===== src/slice_map.svh =====
// Constants for the slice arithmetic and wide selection fabric.
// Assumes inclusion by bare name from the package and the slice modules.
`ifndef SLICE_MAP_SVH
`define SLICE_MAP_SVH

`define SLICE_BITS          4
`define LUT_INPUTS          6
`define LUT_INIT_BITS       64
`define LUT_AUX_INPUTS      5
`define CARRY_ZERO_VALUE    1'h0
`define CARRY_ONE_VALUE     1'h1
`define SUM_RESET           4'h0
`define CARRY_RESET         4'h0
`define LUT_Q_RESET         4'h0
`define STORE_RESET         4'h0
`define ALT_RESET           1'h0
`define CASCADE_RESET       1'h0
`define PAIR_COUNT          2
`define QUAD_COUNT          1

`endif


===== src/slice_pkg.sv =====
// Types shared by the slice modules.
// Assumes slice_map.svh is on the include path.
`include "slice_map.svh"

package slice_pkg;

  // Source of the carry into the lowest bit when a chain starts here
  typedef enum logic [1:0] {
    CARRY_INIT_ZERO,
    CARRY_INIT_ONE,
    CARRY_INIT_BYPASS
  } carry_init_type;

  // Source of each bit's generate term
  typedef enum logic {
    GEN_FROM_AUX,
    GEN_FROM_BYPASS
  } generate_src_type;

  // What the slice flip-flop of one bit stores
  typedef enum logic [1:0] {
    STORE_SUM,
    STORE_CARRY,
    STORE_LUT,
    STORE_BYPASS
  } store_src_type;

endpackage : slice_pkg


===== src/carry_chain.sv =====
// Four-bit upward carry chain: per-bit carry select and sum xor.
// Assumes propagate and generate terms arrive from the same clock domain;
// purely combinational, registered by the caller.
`timescale 1ns/1ns

`include "slice_map.svh"

module carry_chain #(
  parameter int WIDTH = `SLICE_BITS
) (
  input  wire logic [WIDTH-1:0] propagate_in,
  input  wire logic [WIDTH-1:0] generate_in,
  input  wire logic             chain_first_carry_in,
  input  wire logic             slice_cascade_carry_in,
  input  wire logic             chain_start,
  output logic      [WIDTH-1:0] sum_out,
  output logic      [WIDTH-1:0] bit_carry_out
);

  logic carry_into_low;

  // A chain that begins here ignores the neighbour's carry
  assign carry_into_low = chain_start ? chain_first_carry_in
                                      : slice_cascade_carry_in;

  always_comb begin
    logic carry_in;
    carry_in = carry_into_low;
    sum_out = '0;
    bit_carry_out = '0;
    // Lowest bit first, each carry feeding the bit above
    for (int i = 0; i < WIDTH; i++) begin
      // Carry select mux and dedicated xor per bit
      sum_out[i] = propagate_in[i] ^ carry_in;
      bit_carry_out[i] = propagate_in[i] ? carry_in
                                         : generate_in[i];
      carry_in = bit_carry_out[i];
    end
  end

endmodule : carry_chain


===== src/logic_slice.sv =====
// Logic slice: four function generators, carry chain, wide muxes, flops.
// Assumes all inputs come from fabric logic on core_clk; configuration
// inputs are held static while in use.
//
// What this block does
// - Carry chain four bits tall, carries run upward from lowest bit.
// - Each bit has one carry select mux and one dedicated xor gate.
// - Chain takes ten inputs and gives four sums and four bit carries.
// - Propagate of each bit comes from its generator's main output.
// - Generate picks auxiliary generator output or the bypass input.
// - First carry is constant 0, constant 1, or first bypass input.
// - Chain starting here uses first carry instead of cascade carry-in.
// - Top bit carry drives the slice cascade carry-out to next slice.
// - Sum outputs show each bit's sum, carry outputs each bit's carry.
// - Chain results can be captured in the slice flip-flops.
// - Carry path can chain generator outputs into wide logic functions.
// - Each generator can act as a 4:1 mux, outputs registrable.
// - Two pair muxes each join two generators into 8:1 selections.
// - One quad mux joins both pair muxes into one 16:1 selection.
// - No dedicated path for muxes wider than 16:1 between slices.
// - Pair results reach alternate outputs; quad result reaches one.
`timescale 1ns/1ns

`include "slice_map.svh"

module logic_slice #(
  parameter int BITS      = `SLICE_BITS,
  parameter int LUT_IN    = `LUT_INPUTS,
  parameter int LUT_INIT  = `LUT_INIT_BITS
) (
  input  wire logic                         core_clk,
  input  wire logic                         resetn,
  input  wire logic                         clk_en,
  input  wire logic [LUT_IN-1:0]            lut_addr_a,
  input  wire logic [LUT_IN-1:0]            lut_addr_b,
  input  wire logic [LUT_IN-1:0]            lut_addr_c,
  input  wire logic [LUT_IN-1:0]            lut_addr_d,
  input  wire logic [LUT_INIT-1:0]          lut_table_a,
  input  wire logic [LUT_INIT-1:0]          lut_table_b,
  input  wire logic [LUT_INIT-1:0]          lut_table_c,
  input  wire logic [LUT_INIT-1:0]          lut_table_d,
  input  wire logic                         first_bypass_in,
  input  wire logic                         second_bypass_in,
  input  wire logic                         third_bypass_in,
  input  wire logic                         fourth_bypass_in,
  input  wire logic                         slice_cascade_carry_in,
  input  wire logic                         chain_start,
  input  wire slice_pkg::carry_init_type    carry_init_mode,
  input  wire slice_pkg::generate_src_type  gen_src_a,
  input  wire slice_pkg::generate_src_type  gen_src_b,
  input  wire slice_pkg::generate_src_type  gen_src_c,
  input  wire slice_pkg::generate_src_type  gen_src_d,
  input  wire slice_pkg::store_src_type     store_src_a,
  input  wire slice_pkg::store_src_type     store_src_b,
  input  wire slice_pkg::store_src_type     store_src_c,
  input  wire slice_pkg::store_src_type     store_src_d,
  output logic      [BITS-1:0]              lut_main_q,
  output logic      [BITS-1:0]              sum_out,
  output logic      [BITS-1:0]              bit_carry_out,
  output logic                              slice_cascade_carry_out,
  output logic                              alt_out_first,
  output logic                              alt_out_second,
  output logic                              alt_out_third,
  output logic      [BITS-1:0]              store_q
);

  // Main output: full six-input lookup
  function automatic logic lut_main(input logic [LUT_INIT-1:0] table_bits,
                                    input logic [LUT_IN-1:0]   addr);
    lut_main = table_bits[addr];
  endfunction : lut_main

  // Auxiliary output: five-input function from the lower half of the table
  function automatic logic lut_aux(input logic [LUT_INIT-1:0] table_bits,
                                   input logic [LUT_IN-1:0]   addr);
    logic [LUT_IN-1:0] low_addr;
    low_addr = {1'h0, addr[`LUT_AUX_INPUTS-1:0]};
    lut_aux = table_bits[low_addr];
  endfunction : lut_aux

  // Generate term per bit
  function automatic logic pick_generate(
    input slice_pkg::generate_src_type src,
    input logic                        aux_bit,
    input logic                        bypass_bit);
    case (src)
      slice_pkg::GEN_FROM_AUX:    pick_generate = aux_bit;
      slice_pkg::GEN_FROM_BYPASS: pick_generate = bypass_bit;
      default:                    pick_generate = aux_bit;
    endcase
  endfunction : pick_generate

  // Carry into the lowest bit when a chain starts in this slice
  function automatic logic pick_first_carry(
    input slice_pkg::carry_init_type mode,
    input logic                      bypass_bit);
    case (mode)
      slice_pkg::CARRY_INIT_ZERO:   pick_first_carry = `CARRY_ZERO_VALUE;
      slice_pkg::CARRY_INIT_ONE:    pick_first_carry = `CARRY_ONE_VALUE;
      slice_pkg::CARRY_INIT_BYPASS: pick_first_carry = bypass_bit;
      default:                      pick_first_carry = `CARRY_ZERO_VALUE;
    endcase
  endfunction : pick_first_carry

  // Data input of one slice flip-flop
  function automatic logic pick_store(
    input slice_pkg::store_src_type src,
    input logic                     sum_bit,
    input logic                     carry_bit,
    input logic                     lut_bit,
    input logic                     bypass_bit);
    case (src)
      slice_pkg::STORE_SUM:    pick_store = sum_bit;
      slice_pkg::STORE_CARRY:  pick_store = carry_bit;
      slice_pkg::STORE_LUT:    pick_store = lut_bit;
      slice_pkg::STORE_BYPASS: pick_store = bypass_bit;
      // Unknown codes fall back to the sum, the common arithmetic use
      default:                 pick_store = sum_bit;
    endcase
  endfunction : pick_store

  // Generator inputs gathered so every bit is indexed the same way
  wire logic [LUT_INIT-1:0] table_of [BITS];
  wire logic [LUT_IN-1:0]   addr_of  [BITS];

  assign table_of[0] = lut_table_a;
  assign table_of[1] = lut_table_b;
  assign table_of[2] = lut_table_c;
  assign table_of[3] = lut_table_d;
  assign addr_of[0]  = lut_addr_a;
  assign addr_of[1]  = lut_addr_b;
  assign addr_of[2]  = lut_addr_c;
  assign addr_of[3]  = lut_addr_d;

  // Function generator results
  wire logic [BITS-1:0] main_out;
  wire logic [BITS-1:0] aux_out;
  wire logic [BITS-1:0] bypass_bits;

  // A 4:1 mux is a table whose data and select lines share the six inputs
  assign main_out[0] = lut_main(table_of[0], addr_of[0]);
  assign main_out[1] = lut_main(table_of[1], addr_of[1]);
  assign main_out[2] = lut_main(table_of[2], addr_of[2]);
  assign main_out[3] = lut_main(table_of[3], addr_of[3]);

  // Aux output reads the lower half of the table through five inputs
  assign aux_out[0]  = lut_aux(table_of[0], addr_of[0]);
  assign aux_out[1]  = lut_aux(table_of[1], addr_of[1]);
  assign aux_out[2]  = lut_aux(table_of[2], addr_of[2]);
  assign aux_out[3]  = lut_aux(table_of[3], addr_of[3]);

  assign bypass_bits[0] = first_bypass_in;
  assign bypass_bits[1] = second_bypass_in;
  assign bypass_bits[2] = third_bypass_in;
  assign bypass_bits[3] = fourth_bypass_in;

  // Carry chain operands
  wire logic [BITS-1:0] propagate_in;
  wire logic [BITS-1:0] generate_in;
  wire logic            chain_first_carry_in;

  assign propagate_in = main_out;

  // Aux output for multipliers, bypass for adders and accumulators
  assign generate_in[0] = pick_generate(gen_src_a, aux_out[0],
                                        bypass_bits[0]);
  assign generate_in[1] = pick_generate(gen_src_b, aux_out[1],
                                        bypass_bits[1]);
  assign generate_in[2] = pick_generate(gen_src_c, aux_out[2],
                                        bypass_bits[2]);
  assign generate_in[3] = pick_generate(gen_src_d, aux_out[3],
                                        bypass_bits[3]);

  // Zero for add, one for subtract, bypass for a run-time first carry;
  // the unused fourth mode code falls back to zero.
  assign chain_first_carry_in =
      pick_first_carry(carry_init_mode, first_bypass_in);

  wire logic [BITS-1:0] next_sum;
  wire logic [BITS-1:0] next_carry;

  // Ten inputs in, eight outputs back
  carry_chain #(
    .WIDTH (BITS)
  ) chain (
    .propagate_in           (propagate_in),
    .generate_in            (generate_in),
    .chain_first_carry_in   (chain_first_carry_in),
    .slice_cascade_carry_in (slice_cascade_carry_in),
    .chain_start            (chain_start),
    .sum_out                (next_sum),
    .bit_carry_out          (next_carry)
  );

  // Wide logic: with generate tied low and propagate as a table output, the
  // chain forms an AND of the four main outputs with the incoming carry.
  // No separate path is needed; the same chain serves it

  // Wide selection tree; selects reuse the bypass inputs as the fabric does
  wire logic lower_pair_sel;
  wire logic upper_pair_sel;
  wire logic quad_sel;
  wire logic lower_pair;
  wire logic upper_pair;
  wire logic quad_pick;

  // Borrowed selects cost no pins, but those bypass bits then feed both
  // their flop path and the tree; the user must keep the two uses apart.
  assign lower_pair_sel = first_bypass_in;
  assign upper_pair_sel = third_bypass_in;
  assign quad_sel       = second_bypass_in;

  // Each pair mux joins two generators into an 8:1 selection
  assign lower_pair = lower_pair_sel ? main_out[1]
                                     : main_out[0];
  assign upper_pair = upper_pair_sel ? main_out[3]
                                     : main_out[2];
  // Quad mux joins both pairs into the single 16:1 selection
  assign quad_pick  = quad_sel ? upper_pair
                               : lower_pair;
  // The quad result leaves only on alternate outputs; there is deliberately
  // no cascade port for it, so wider trees go through general routing.

  wire logic [BITS-1:0] next_store;

  assign next_store[0] = pick_store(store_src_a, next_sum[0], next_carry[0],
                                    main_out[0], bypass_bits[0]);
  assign next_store[1] = pick_store(store_src_b, next_sum[1], next_carry[1],
                                    main_out[1], bypass_bits[1]);
  assign next_store[2] = pick_store(store_src_c, next_sum[2], next_carry[2],
                                    main_out[2], bypass_bits[2]);
  assign next_store[3] = pick_store(store_src_d, next_sum[3], next_carry[3],
                                    main_out[3], bypass_bits[3]);

  // Every output is registered; the cascade thus costs a cycle per slice,
  // which trades chain latency for a clean flop-to-flop timing path.
  // Reset is tested before the enable so a frozen slice still clears.
  always_ff @(posedge core_clk) begin
    if (!resetn) begin
      sum_out <= `SUM_RESET;
    end else if (clk_en) begin
      sum_out <= next_sum;
    end
  end

  always_ff @(posedge core_clk) begin
    if (!resetn) begin
      bit_carry_out <= `CARRY_RESET;
    end else if (clk_en) begin
      bit_carry_out <= next_carry;
    end
  end

  always_ff @(posedge core_clk) begin
    if (!resetn) begin
      slice_cascade_carry_out <= `CASCADE_RESET;
    end else if (clk_en) begin
      slice_cascade_carry_out <= next_carry[BITS-1];
    end
  end

  always_ff @(posedge core_clk) begin
    if (!resetn) begin
      lut_main_q <= `LUT_Q_RESET;
    end else if (clk_en) begin
      lut_main_q <= main_out;
    end
  end

  always_ff @(posedge core_clk) begin
    if (!resetn) begin
      store_q <= `STORE_RESET;
    end else if (clk_en) begin
      store_q <= next_store;
    end
  end

  // Pair results on the first and third outputs, the 16:1 result on second
  always_ff @(posedge core_clk) begin
    if (!resetn) begin
      alt_out_first <= `ALT_RESET;
    end else if (clk_en) begin
      alt_out_first <= lower_pair;
    end
  end

  always_ff @(posedge core_clk) begin
    if (!resetn) begin
      alt_out_second <= `ALT_RESET;
    end else if (clk_en) begin
      alt_out_second <= quad_pick;
    end
  end

  always_ff @(posedge core_clk) begin
    if (!resetn) begin
      alt_out_third <= `ALT_RESET;
    end else if (clk_en) begin
      alt_out_third <= upper_pair;
    end
  end

endmodule : logic_slice


===== config.mk =====
export PLATFORM = sky130hd
export DESIGN_NAME = logic_slice
export DESIGN_NICKNAME = d
export VERILOG_FILES = /design/src/slice_pkg.sv /design/src/carry_chain.sv /design/src/logic_slice.sv
export VERILOG_INCLUDE_DIRS = /design/src
export SDC_FILE = /design/constraint.sdc
export NUM_CORES = 1
export LEC_CHECK = 0
export BUFFER_PORTS_ARGS = -buffer_cell sky130_fd_sc_hd__buf_2
export CAP_MARGIN = 5
export CORE_AREA = 2 2 124 126
export CTS_CLUSTER_SIZE = 8
export DETAILED_ROUTE_END_ITERATION = 16
export DIE_AREA = 0 0 126 128
export GPL_TIMING_DRIVEN = 0
export MAX_ROUTING_LAYER = met4
export PLACE_DENSITY = 0.6
export SYNTH_ARGS = -nofsm -noshare
export SYNTH_HDL_FRONTEND = slang
export SYNTH_SLANG_ARGS = --single-unit

===== constraint.sdc =====
create_clock -name core_clk -period 6.65 [get_ports core_clk]
set_input_delay 1.33 -clock core_clk [delete_from_list [all_inputs] [get_ports core_clk]]
set_output_delay 1.33 -clock core_clk [all_outputs]
set_load 0.05 [all_outputs]

==> metrics, run 1 <==
top post-synthesis cells by count=mux4_2 (48), nand2_1 (34), mux2i_1 (33); core area=14860 um2; TritonCTS clock tree=built; Clock Path Buffers=2; htree depth=1; Clk Latency, worst-skew pair=0.25 ns; routed wire length=13.12 mm; Die X=~130 um; Layout Skew=0 ns; hold_ws=around 0.47 ns; Most common cell on crit path=o22ai_1; DP Cell Count=849; max cap viols=0; metal2 WL=6.962 mm; Slew Viols, Final=0; synthesis-to-finish area growth=54.43%; antenna cells=0; post-synth top area cell=mux4_2; total power draw=0.0006332 W; cell with the most instances after synthesis=mux4_2; met3 routed WL=996 um; slew of the pin with the lowest slew margin=0.7640 ns; CTS root buf=clkbuf_16; PortBufs=310; Crit. End Element=flop; Final Non-Filler Cells=853; Chip Height=~130 um; Seq cells post-synth=19; worst vdd ir=0.07524 mV; ys async rst share=0%; Cell Pwr Density=between 100 and 150 nW/um2; layout cells sized above 1=58.95%; GR Overflow Total=0; Final setup viols=0; DIE AREA=16130 um2; setup repair bufs after CTS=0; Post-Syn Instances=351; Distinct cells, synth=55; RSZ-0062 raised after global routing=false; critical path class=input pin to flop; critical path startpoint category=input pin; Initial DRC Count=between 100 and 150; Avg WL per Cell=15.39 um; Syn Nets=656; Site Rows=45; CTS resizes=0; Nets=971; Synth top area share=31.52%; Slew HR=about half; Req. time, crit path=6.77 ns; first-pass GRT wire length=20.11 mm; io pins=323; HP Class=flop to flop; via/cell ratio=4.899; largest net degree at the start of global routing=12; drt drc=0; final hold violation count=0; ANT nets after route=0; Hold-fix buffers, CTS=0; Detailed Place HPWL=11.88 mm; CP max FO=10; DR top layer=met4; CP cell instances=buf_2 -> clkbuf_1 -> mux4_2 -> mux2i_1 -> o22ai_1 -> a221oi_1 -> o21ai_1 -> nand2b_1 -> a21bo_2 -> a211oi_1 -> o22ai_1; Post-Route Utilization=35.63%; sequential area share after synthesis=11.09%; WP buf/inv=2; All-Layer GR Usage=approximately 16%; CP Data Arrival Time=4.07 ns; met1 WL=4.881 mm; Num CTS Buffers=3; Sink Count=19; synth top area cells=mux4_2 (32%), dfxtp_1 (11%), mux2i_1 (9.6%); antenna violations before repair=0; Setup Total Neg Slack=0 ns; Period minus WS final=3.949 ns; vias in the first global route=4226; router iterations before antenna repair=4; delay-heaviest family, CP=compound AO/OA/AOI/OAI gates; Synth warnings=0; Avg Cell Area, Syn=9.771 um2; CTS clk-pin slew, worst paths=0.05 ns; Main synth FF type=dfxtp_1; Starting Density=between 20 and 25%; vias=4179; Mapped Area=approximately 3400 um2; Leak=2.590 nW; Crit-path slowest cell=o21ai_1; fin crit share=about three fifths; status=finished, final reports clean; Post-synth EDFFs=0; Max Fclk=253.2 MHz; crit-path max cell delay=0.62 ns; routability congestion estimate=0.8503
==> worst reg2reg max path: cells and delay by family (launching register included) <==
kind,cells,cell delay (ns)
simple gates,1,0.20
compound gates,1,0.08
flops,1,0.34
==> stage by stage <==
stage	instance area, um2	setup WS, ns
floorplan	3430	2.936
global placement	5216	2.430
detailed placement	5216	2.416
CTS	5296	2.668
global route	5296	2.431
finish	5296	2.701
==> routing by layer <==
metal | up-vias | GRT usage (%)
met4 | 0 | 4.266
met2 | 219 | 29.44
met3 | 22 | 1.544
met5 | - | -
li1 | 2018 | -
met1 | 1920 | 17.43
==> report_power, final <==
part	switching [W]	internal, W	leakage (nW)
sequential	0.00000668	0.000126	0.157
clock	0.0000444	0.0000806	0.0409
combinational	0.000189	0.000187	2.39
total	0.000240	0.000393	2.59
==> cell type report <==
| cell class | count | area [um2] |
|---|---|---|
| fill | 1626 | 9568 |
| multi-input combinational | 290 | 2826 |
| timing repair buffer | 310 | 1551 |
| sequential | 19 | 380.4 |
| tap | 188 | 235.2 |
| buffer | 29 | 173.9 |
| clock buffer | 3 | 75.07 |
| inverter | 13 | 48.80 |
| clock inverter | 1 | 5.005 |
==> cell families (layout without fill, tap and decap cells) <==
group,after synthesis,in the layout,synth area share (%)
buffers and inverters,42,356,6.494
flip-flops,19,19,11.09
AO/OA/AOI/OAI,78,78,16.96
multiplexers,91,91,47.06
XOR/XNOR,4,4,1.022
adder cells (fa/ha/maj),2,2,0.7295
AND/OR/NAND/NOR,115,115,16.64
==> flip-flops by register name, indices dropped and copies added (netlist names) <==
signal          flops
bit_carry_out       4
store_q             4
alt_out_first       1
lut_main_q          4
alt_out_third       1
alt_out_second      1
sum_out             4
==> path summary, 6_finish.rpt <==
| path | from | endpoint | slack (ns) | cells after the start |
|---|---|---|---|---|
| max | lut_addr_c[1] | store_q[2] | 2.70 | 11 |
| max reg2reg | sum_out[3] | sum_out[3] | 5.96 | 2 |
| min reg2reg | store_q[2] | store_q[2] | 0.47 | 2 |
| min | store_q[2] | store_q[2] | 0.47 | 2 |
==> layout by cell type (no fill, tap or decap), types with 7 or more instances in the layout <==
cell,instances
buf_2,320
nor2b_1,20
mux4_2,48
a211oi_1,7
clkbuf_1,10
inv_1,13
nand3_1,19
dfxtp_1,19
mux2i_1,33
nand2_1,34
a21oi_1,11
a22oi_1,11
nor2_1,20
o21ai_0,12
nand2b_1,8
Note: power is estimated with default switching activity, not from simulation.
==> inputs of run 2 (changes only) <==
- ABC_AREA: not set -> 1
- PLACE_DENSITY: 0.6 -> 0.64
- clock period: 6.65 -> 3.5 ns (I/O delays scaled with it)
==> run 2 against run 1 <==
  * Combinational power up 91%
  * Core utilization grew 1.7 points
  * Die area unchanged
  * Flip-flop and latch count did not move
  * Sequential share of layout area down 0.32 points
  * Register-to-register slack worse by 3.2 ns
  * Sequential power rose by 85%
  * Area after synthesis rose by 6.8%
  * Synthesized cell count rose by 100%
  * Total power rose by 91%
  * First-iteration DRC count grew to 2.6 times the previous value
==> metrics, run 2 <==
Nets=1324; routability congestion estimate=0.9600; most frequent cells in the layout=buf_2 (334), nand2_1 (203), nand3_1 (141), nor2_1 (82), o21ai_0 (53); Synth warnings=0; critical path class=input pin to flop; status=finished, final reports clean; multi-input combinational cell area=2761 um2; internal power=0.0006849 W; CTS resizes=0; core area=14860 um2; Period minus WS final=2.410 ns; Chip Height=128 um; Clk Latency, worst-skew pair=about 0.25 ns; antenna cells=0; Avg WL per Cell=between 10 and 15 um; Main synth FF type=dfxtp_1; GR Overflow Total=0; Comb pwr share=59.4%; sequential area share after synthesis=around a tenth; Synth top area share=20.80%; layout cells sized above 1=~38%; Num CTS Buffers=3; Starting Density=24.65%; router iterations before antenna repair=5; slew of the pin with the lowest slew margin=0.4034 ns; final hold violation count=0; Setup WS post-layout=1.090 ns; Post-synth EDFFs=0; top post-synthesis cells by count=nand2_1 (203), nand3_1 (141), nor2_1 (82); RR Startpoint=bit_carry_out[3]; fin crit share=68.85%; Site Rows=45; Cell Pwr Density=217.8 nW/um2; setup repair bufs after CTS=0; Clock Path Buffers=2; ANT nets after route=0; worst vdd ir=about 0.15 mV; Req. time, crit path=3.64 ns; CP max FO=10; Distinct cells, synth=31; routed wire length=16.82 mm; CP Data Arrival Time=2.55 ns; critical path startpoint category=input pin; Sw Share=43.27%; Leak=3.127 nW; post-synth top area cell=nand2_1; vias in the first global route=about 5500; Final setup viols=0; Detailed Place HPWL=14.38 mm; Layout Skew=0 ns; Mapped Area=3664 um2; register area=380.4 um2; Post-Syn Instances=approximately 700; htree depth=1; Slew HR=73.11%; Avg Cell Area, Syn=5.219 um2; part of the power in registers=20.4%; min-delay src=store_q[2]; first-pass GRT wire length=26.66 mm; drt drc=0; Worst Setup SP=lut_addr_c[1]; ys async rst share=0%; Slew Viols, Final=0; max cap viols=0; most common cell after layout, fill and taps aside=buf_2; CTS root buf=clkbuf_16; total power draw=0.001207 W; Die X=126 um; Crit. End Element=flop; via/cell ratio=a little under 5; worst slack, placed=0.8096 ns; antenna violations before repair=0; Initial DRC Count=377; Seq cells post-synth=19; fill count=1730; RSZ-0062 raised after global routing=false; Sink Count=19; HP Class=flop to flop; Max Fclk=415.0 MHz; Setup Total Neg Slack=0 ns; Syn Nets=1007; synthesis-to-finish area growth=51.30%; PortBufs=312; Hold-fix buffers, CTS=0; All-Layer GR Usage=between 20% and 30%; clock share of power=20.2%; Psw=0.0005224 W; cell with the most instances after synthesis=nand2_1; io pins=between 300 and 400; vias=5913; hold_ws=around 0.46 ns; synth top area cells=nand2_1 (21%), nand3_1 (19%), dfxtp_1 (10%); CTS clk-pin slew, worst paths=about 0.060 ns; largest net degree at the start of global routing=13; TritonCTS clock tree=built; DIE AREA=~16000 um2
run 2: logic make-up (layout without fill, tap and decap cells):
logic type      Yosys count  count (layout)  synth area share, %
compound gates          138             138                22.85
simple gates            442             442                51.84
flops                    19              19                10.38
buf+inv                 101             417                14.24
fa+ha+maj                 2               2               0.6830
run 2: path summary, 6_finish.rpt:
path / endpoint / cells after the start / slack [ns]
hold / removal: store_q[2] / 2 / 0.46
setup / recovery: store_q[3] / 18 / 1.09
hold reg to reg: store_q[2] / 2 / 0.46
setup reg to reg: bit_carry_out[3] / 4 / 2.81
run 2: final cells by class:
| cell class | count | area share [%] |
|---|---|---|
| Tap cell | 188 | 4.244 |
| Clock inverter | 1 | 0.1354 |
| Timing Repair Buffer | 312 | 28.17 |
| Inverter | 55 | 3.905 |
| Buffer | 46 | 5.508 |
| Multi-Input combinational cell | 582 | 49.82 |
| Sequential cell | 19 | 6.862 |
| Clock buffer | 3 | 1.354 |
run 2: metal layers:
layer | vias up | routed length, um | global-route usage, %
li1 | 3012 | - | -
met1 | 2629 | 7209 | 25.52
met2 | 252 | 7962 | 33.81
met3 | 20 | 1365 | 3.715
met4 | 0 | 280 | 3.749
met5 | - | 0 | -
run 2: worst max-delay path, cell delays in order:
cell and delay [ns]:
buf_2 0.15, inv_2 0.11, buf_2 0.23, o21ai_1 0.09, o221ai_1 0.19, nand3_1 0.10, nand3_1 0.09, nand3_1 0.13
nand2_2 0.16, inv_2 0.07, nand2_1 0.09, nand2_2 0.08, nand2_1 0.06, nand2_1 0.06, nand2_1 0.06, nand2_1 0.04
nand2_1 0.08, a21oi_2 0.05
run 2: power by group through the flow:
stage	clock network (W)	registers [W]	logic, W
2_1_floorplan	0	0.000320	0.000357
6_report	0.000244	0.000246	0.000717
3_3_place_gp	0	0.000250	0.000714
4_1_cts	0.000246	0.000247	0.000718
5_1_grt	0.000259	0.000249	0.000805
3_5_place_dp	0	0.000251	0.000715
run 2: metrics by stage:
step / util (%) / cell area [um2] / instances
after detailed placement: 36.73 / 5460 / 1202
after global placement: 36.73 / 5460 / 1202
after CTS: 37.29 / 5543 / 1206
after floorplan: - / 3664 / 702
final: 37.29 / 5543 / 1206
after global routing: 37.29 / 5543 / 1206
==> inputs of run 3 (changes only) <==
- clock period: 3.5 -> 2 ns (I/O delays scaled with it)
==> run 3 against run 2 <==
  * Clock power is 77% higher
  * Combinational power is 120% higher
  * Global-route usage stayed put
  * Clock skew stayed put
  * First-iteration DRC count is 6.6% lower
  * Largest power group unchanged
==> metrics, run 3 (synthesis gave the netlist of run 2 again) <==
Die X=126 um; Sink Count=19; CTS root buf=clkbuf_16; PortBufs=~310; CP max FO=8; Layout Skew=0 ns; antenna cells=0; GRT busiest layer=met2; worst vdd ir=0.2706 mV; Nets=1352; register area=380.4 um2; ANT nets after route=0; Starting Density=24.65%; Cell Pwr Density=around 370 nW/um2; htree depth=1; CTS clk-pin slew, worst paths=0.06 ns; part of the power in registers=17.7%; via/cell ratio=slightly below 5; slew of the pin with the lowest slew margin=0.4314 ns; layout cells sized above 1=a little under half; Clock Path Buffers=2; Num CTS Buffers=3; first-pass GRT wire length=approximately 27 mm; worst slack, placed=-0.3904 ns; vias=just over 6000; Final setup viols=0; Site Rows=45; DP Cell Count=1202; Slew HR=71.24%; CP Data Arrival Time=2.14 ns; Comb pwr share=~65%; grt met3 use=3.715%; Slew Viols, Final=0; most common cell after layout, fill and taps aside=buf_2; router iterations before antenna repair=5; fin crit share=97.93%; routability congestion estimate=0.9600; Clk Latency, worst-skew pair=0.25 ns; Global Route met2 Usage=between 30 and 40%; RSZ-0062 raised after global routing=true; Sw Share=43.44%; HP Class=input pin to flop; All-Layer GR Usage=20.12%; largest net degree at the start of global routing=13; Initial DRC Count=352; placed cell area=roughly 5500 um2; Chip Height=128 um; hold_ws=approximately 0.43 ns; Period minus WS final=between 1.5 and 2 ns; io pins=323; Hold-fix buffers, CTS=0; GR Layer Usage met1=25.42%; TritonCTS clock tree=built; fill count=1628; Avg WL per Cell=14.66 um; status=finished, final reports clean; vias in the first global route=5518; Leak=3.487 nW; Psw=0.001058 W; GR Overflow Total=0; synthesis-to-finish area growth=77.94%; multi-input combinational cell area=approximately 3200 um2; Req. time, crit path=2.19 ns; total power draw=0.002435 W; max cap viols=0; Final Instance Area=6519 um2; clock share of power=17.7%; most frequent cells in the layout=buf_2 (312), nand2_1 (180), nand3_1 (112), nor2_1 (78), o21ai_0 (43); internal power=0.001377 W; Crit. End Element=flop; core area=14860 um2; Final Non-Filler Cells=about 1200; DIE AREA=16130 um2; Detailed Place HPWL=between 10 and 15 mm; final hold violation count=0; Setup WS post-layout=0.04142 ns; critical path startpoint category=input pin; routed wire length=18.09 mm; antenna violations before repair=0; critical path class=input pin to flop; drt drc=0; Max Fclk=510.6 MHz
==> run 3: cell types whose count changed in the layout (fill, tap and decap cells not counted), moves of 12 or more <==
cell and change:
nand3_1 -29, buf_4 +16, nand3_2 +23, nand2_2 +12
buf_2 -22, nand2_1 -23, buf_6 +15
==> run 3: per-layer routing <==
layer  share of wire [%]  up-vias
li1                    -     3076
met1                  42     2756
met2                  49      255
met3                 7.6       20
met4                 1.5        0
met5                   0        -
==> run 3: stage by stage <==
stage	utilization, %	TNS, ns
global route	43.86	-0.5026
CTS	37.70	0
floorplan	-	0
global placement	36.73	-2.305
finish	43.86	0
detailed placement	36.73	-2.447
==> run 3: layout make-up <==
cell class | instances | area share [%]
buffer | 46 | 7.524
clock buffer | 3 | 1.152
clock inverter | 1 | 0.1152
inverter | 55 | 4.280
multi-input combinational | 582 | 48.45
sequential | 19 | 5.835
tap | 188 | 3.608
timing repair buffer | 340 | 29.04
==> run 3: worst paths after layout <==
| kind | from | end | slack [ns] | cells after the start |
|---|---|---|---|---|
| min | second_bypass_in | alt_out_second | 0.43 | 4 |
| min reg2reg | store_q[2] | store_q[2] | 0.46 | 2 |
| max reg2reg | bit_carry_out[0] | bit_carry_out[0] | 1.29 | 4 |
| max | lut_addr_a[0] | store_q[3] | 0.04 | 21 |
==> run 3: power groups by stage <==
stage | Combinational [W] | Sequential (W) | Clock [W]
2_1_floorplan | 0.000625 | 0.000560 | 0
3_5_place_dp | 0.00125 | 0.000440 | 0
4_1_cts | 0.00127 | 0.000432 | 0.000431
3_3_place_gp | 0.00125 | 0.000437 | 0
5_1_grt | 0.00172 | 0.000436 | 0.000454
6_report | 0.00157 | 0.000431 | 0.000431
==> run 3: worst max-delay path, stage by stage <==
cell	delay (ns)
buf_12	0.12
clkinv_8	0.07
buf_6	0.11
nand2_1	0.04
nand3_1	0.09
nand3_2	0.08
nand2_2	0.08
nand2_1	0.06
nand3_2	0.11
nand3b_4	0.11
nand2_4	0.13
nand2_4	0.07
nand3_4	0.08
nand3_4	0.10
nand2_4	0.09
nand2_2	0.05
nand2_2	0.07
nand2_1	0.05
nand2_1	0.06
nand2_2	0.05
a21oi_2	0.11
==> run 3: what timing repair did <==
item,4_1_cts,5_1_grt
cloned,0,11
buffers inserted,0,17
endpoints found under the setup margin,5,10
resized for setup,20,186
pin swaps,3,59
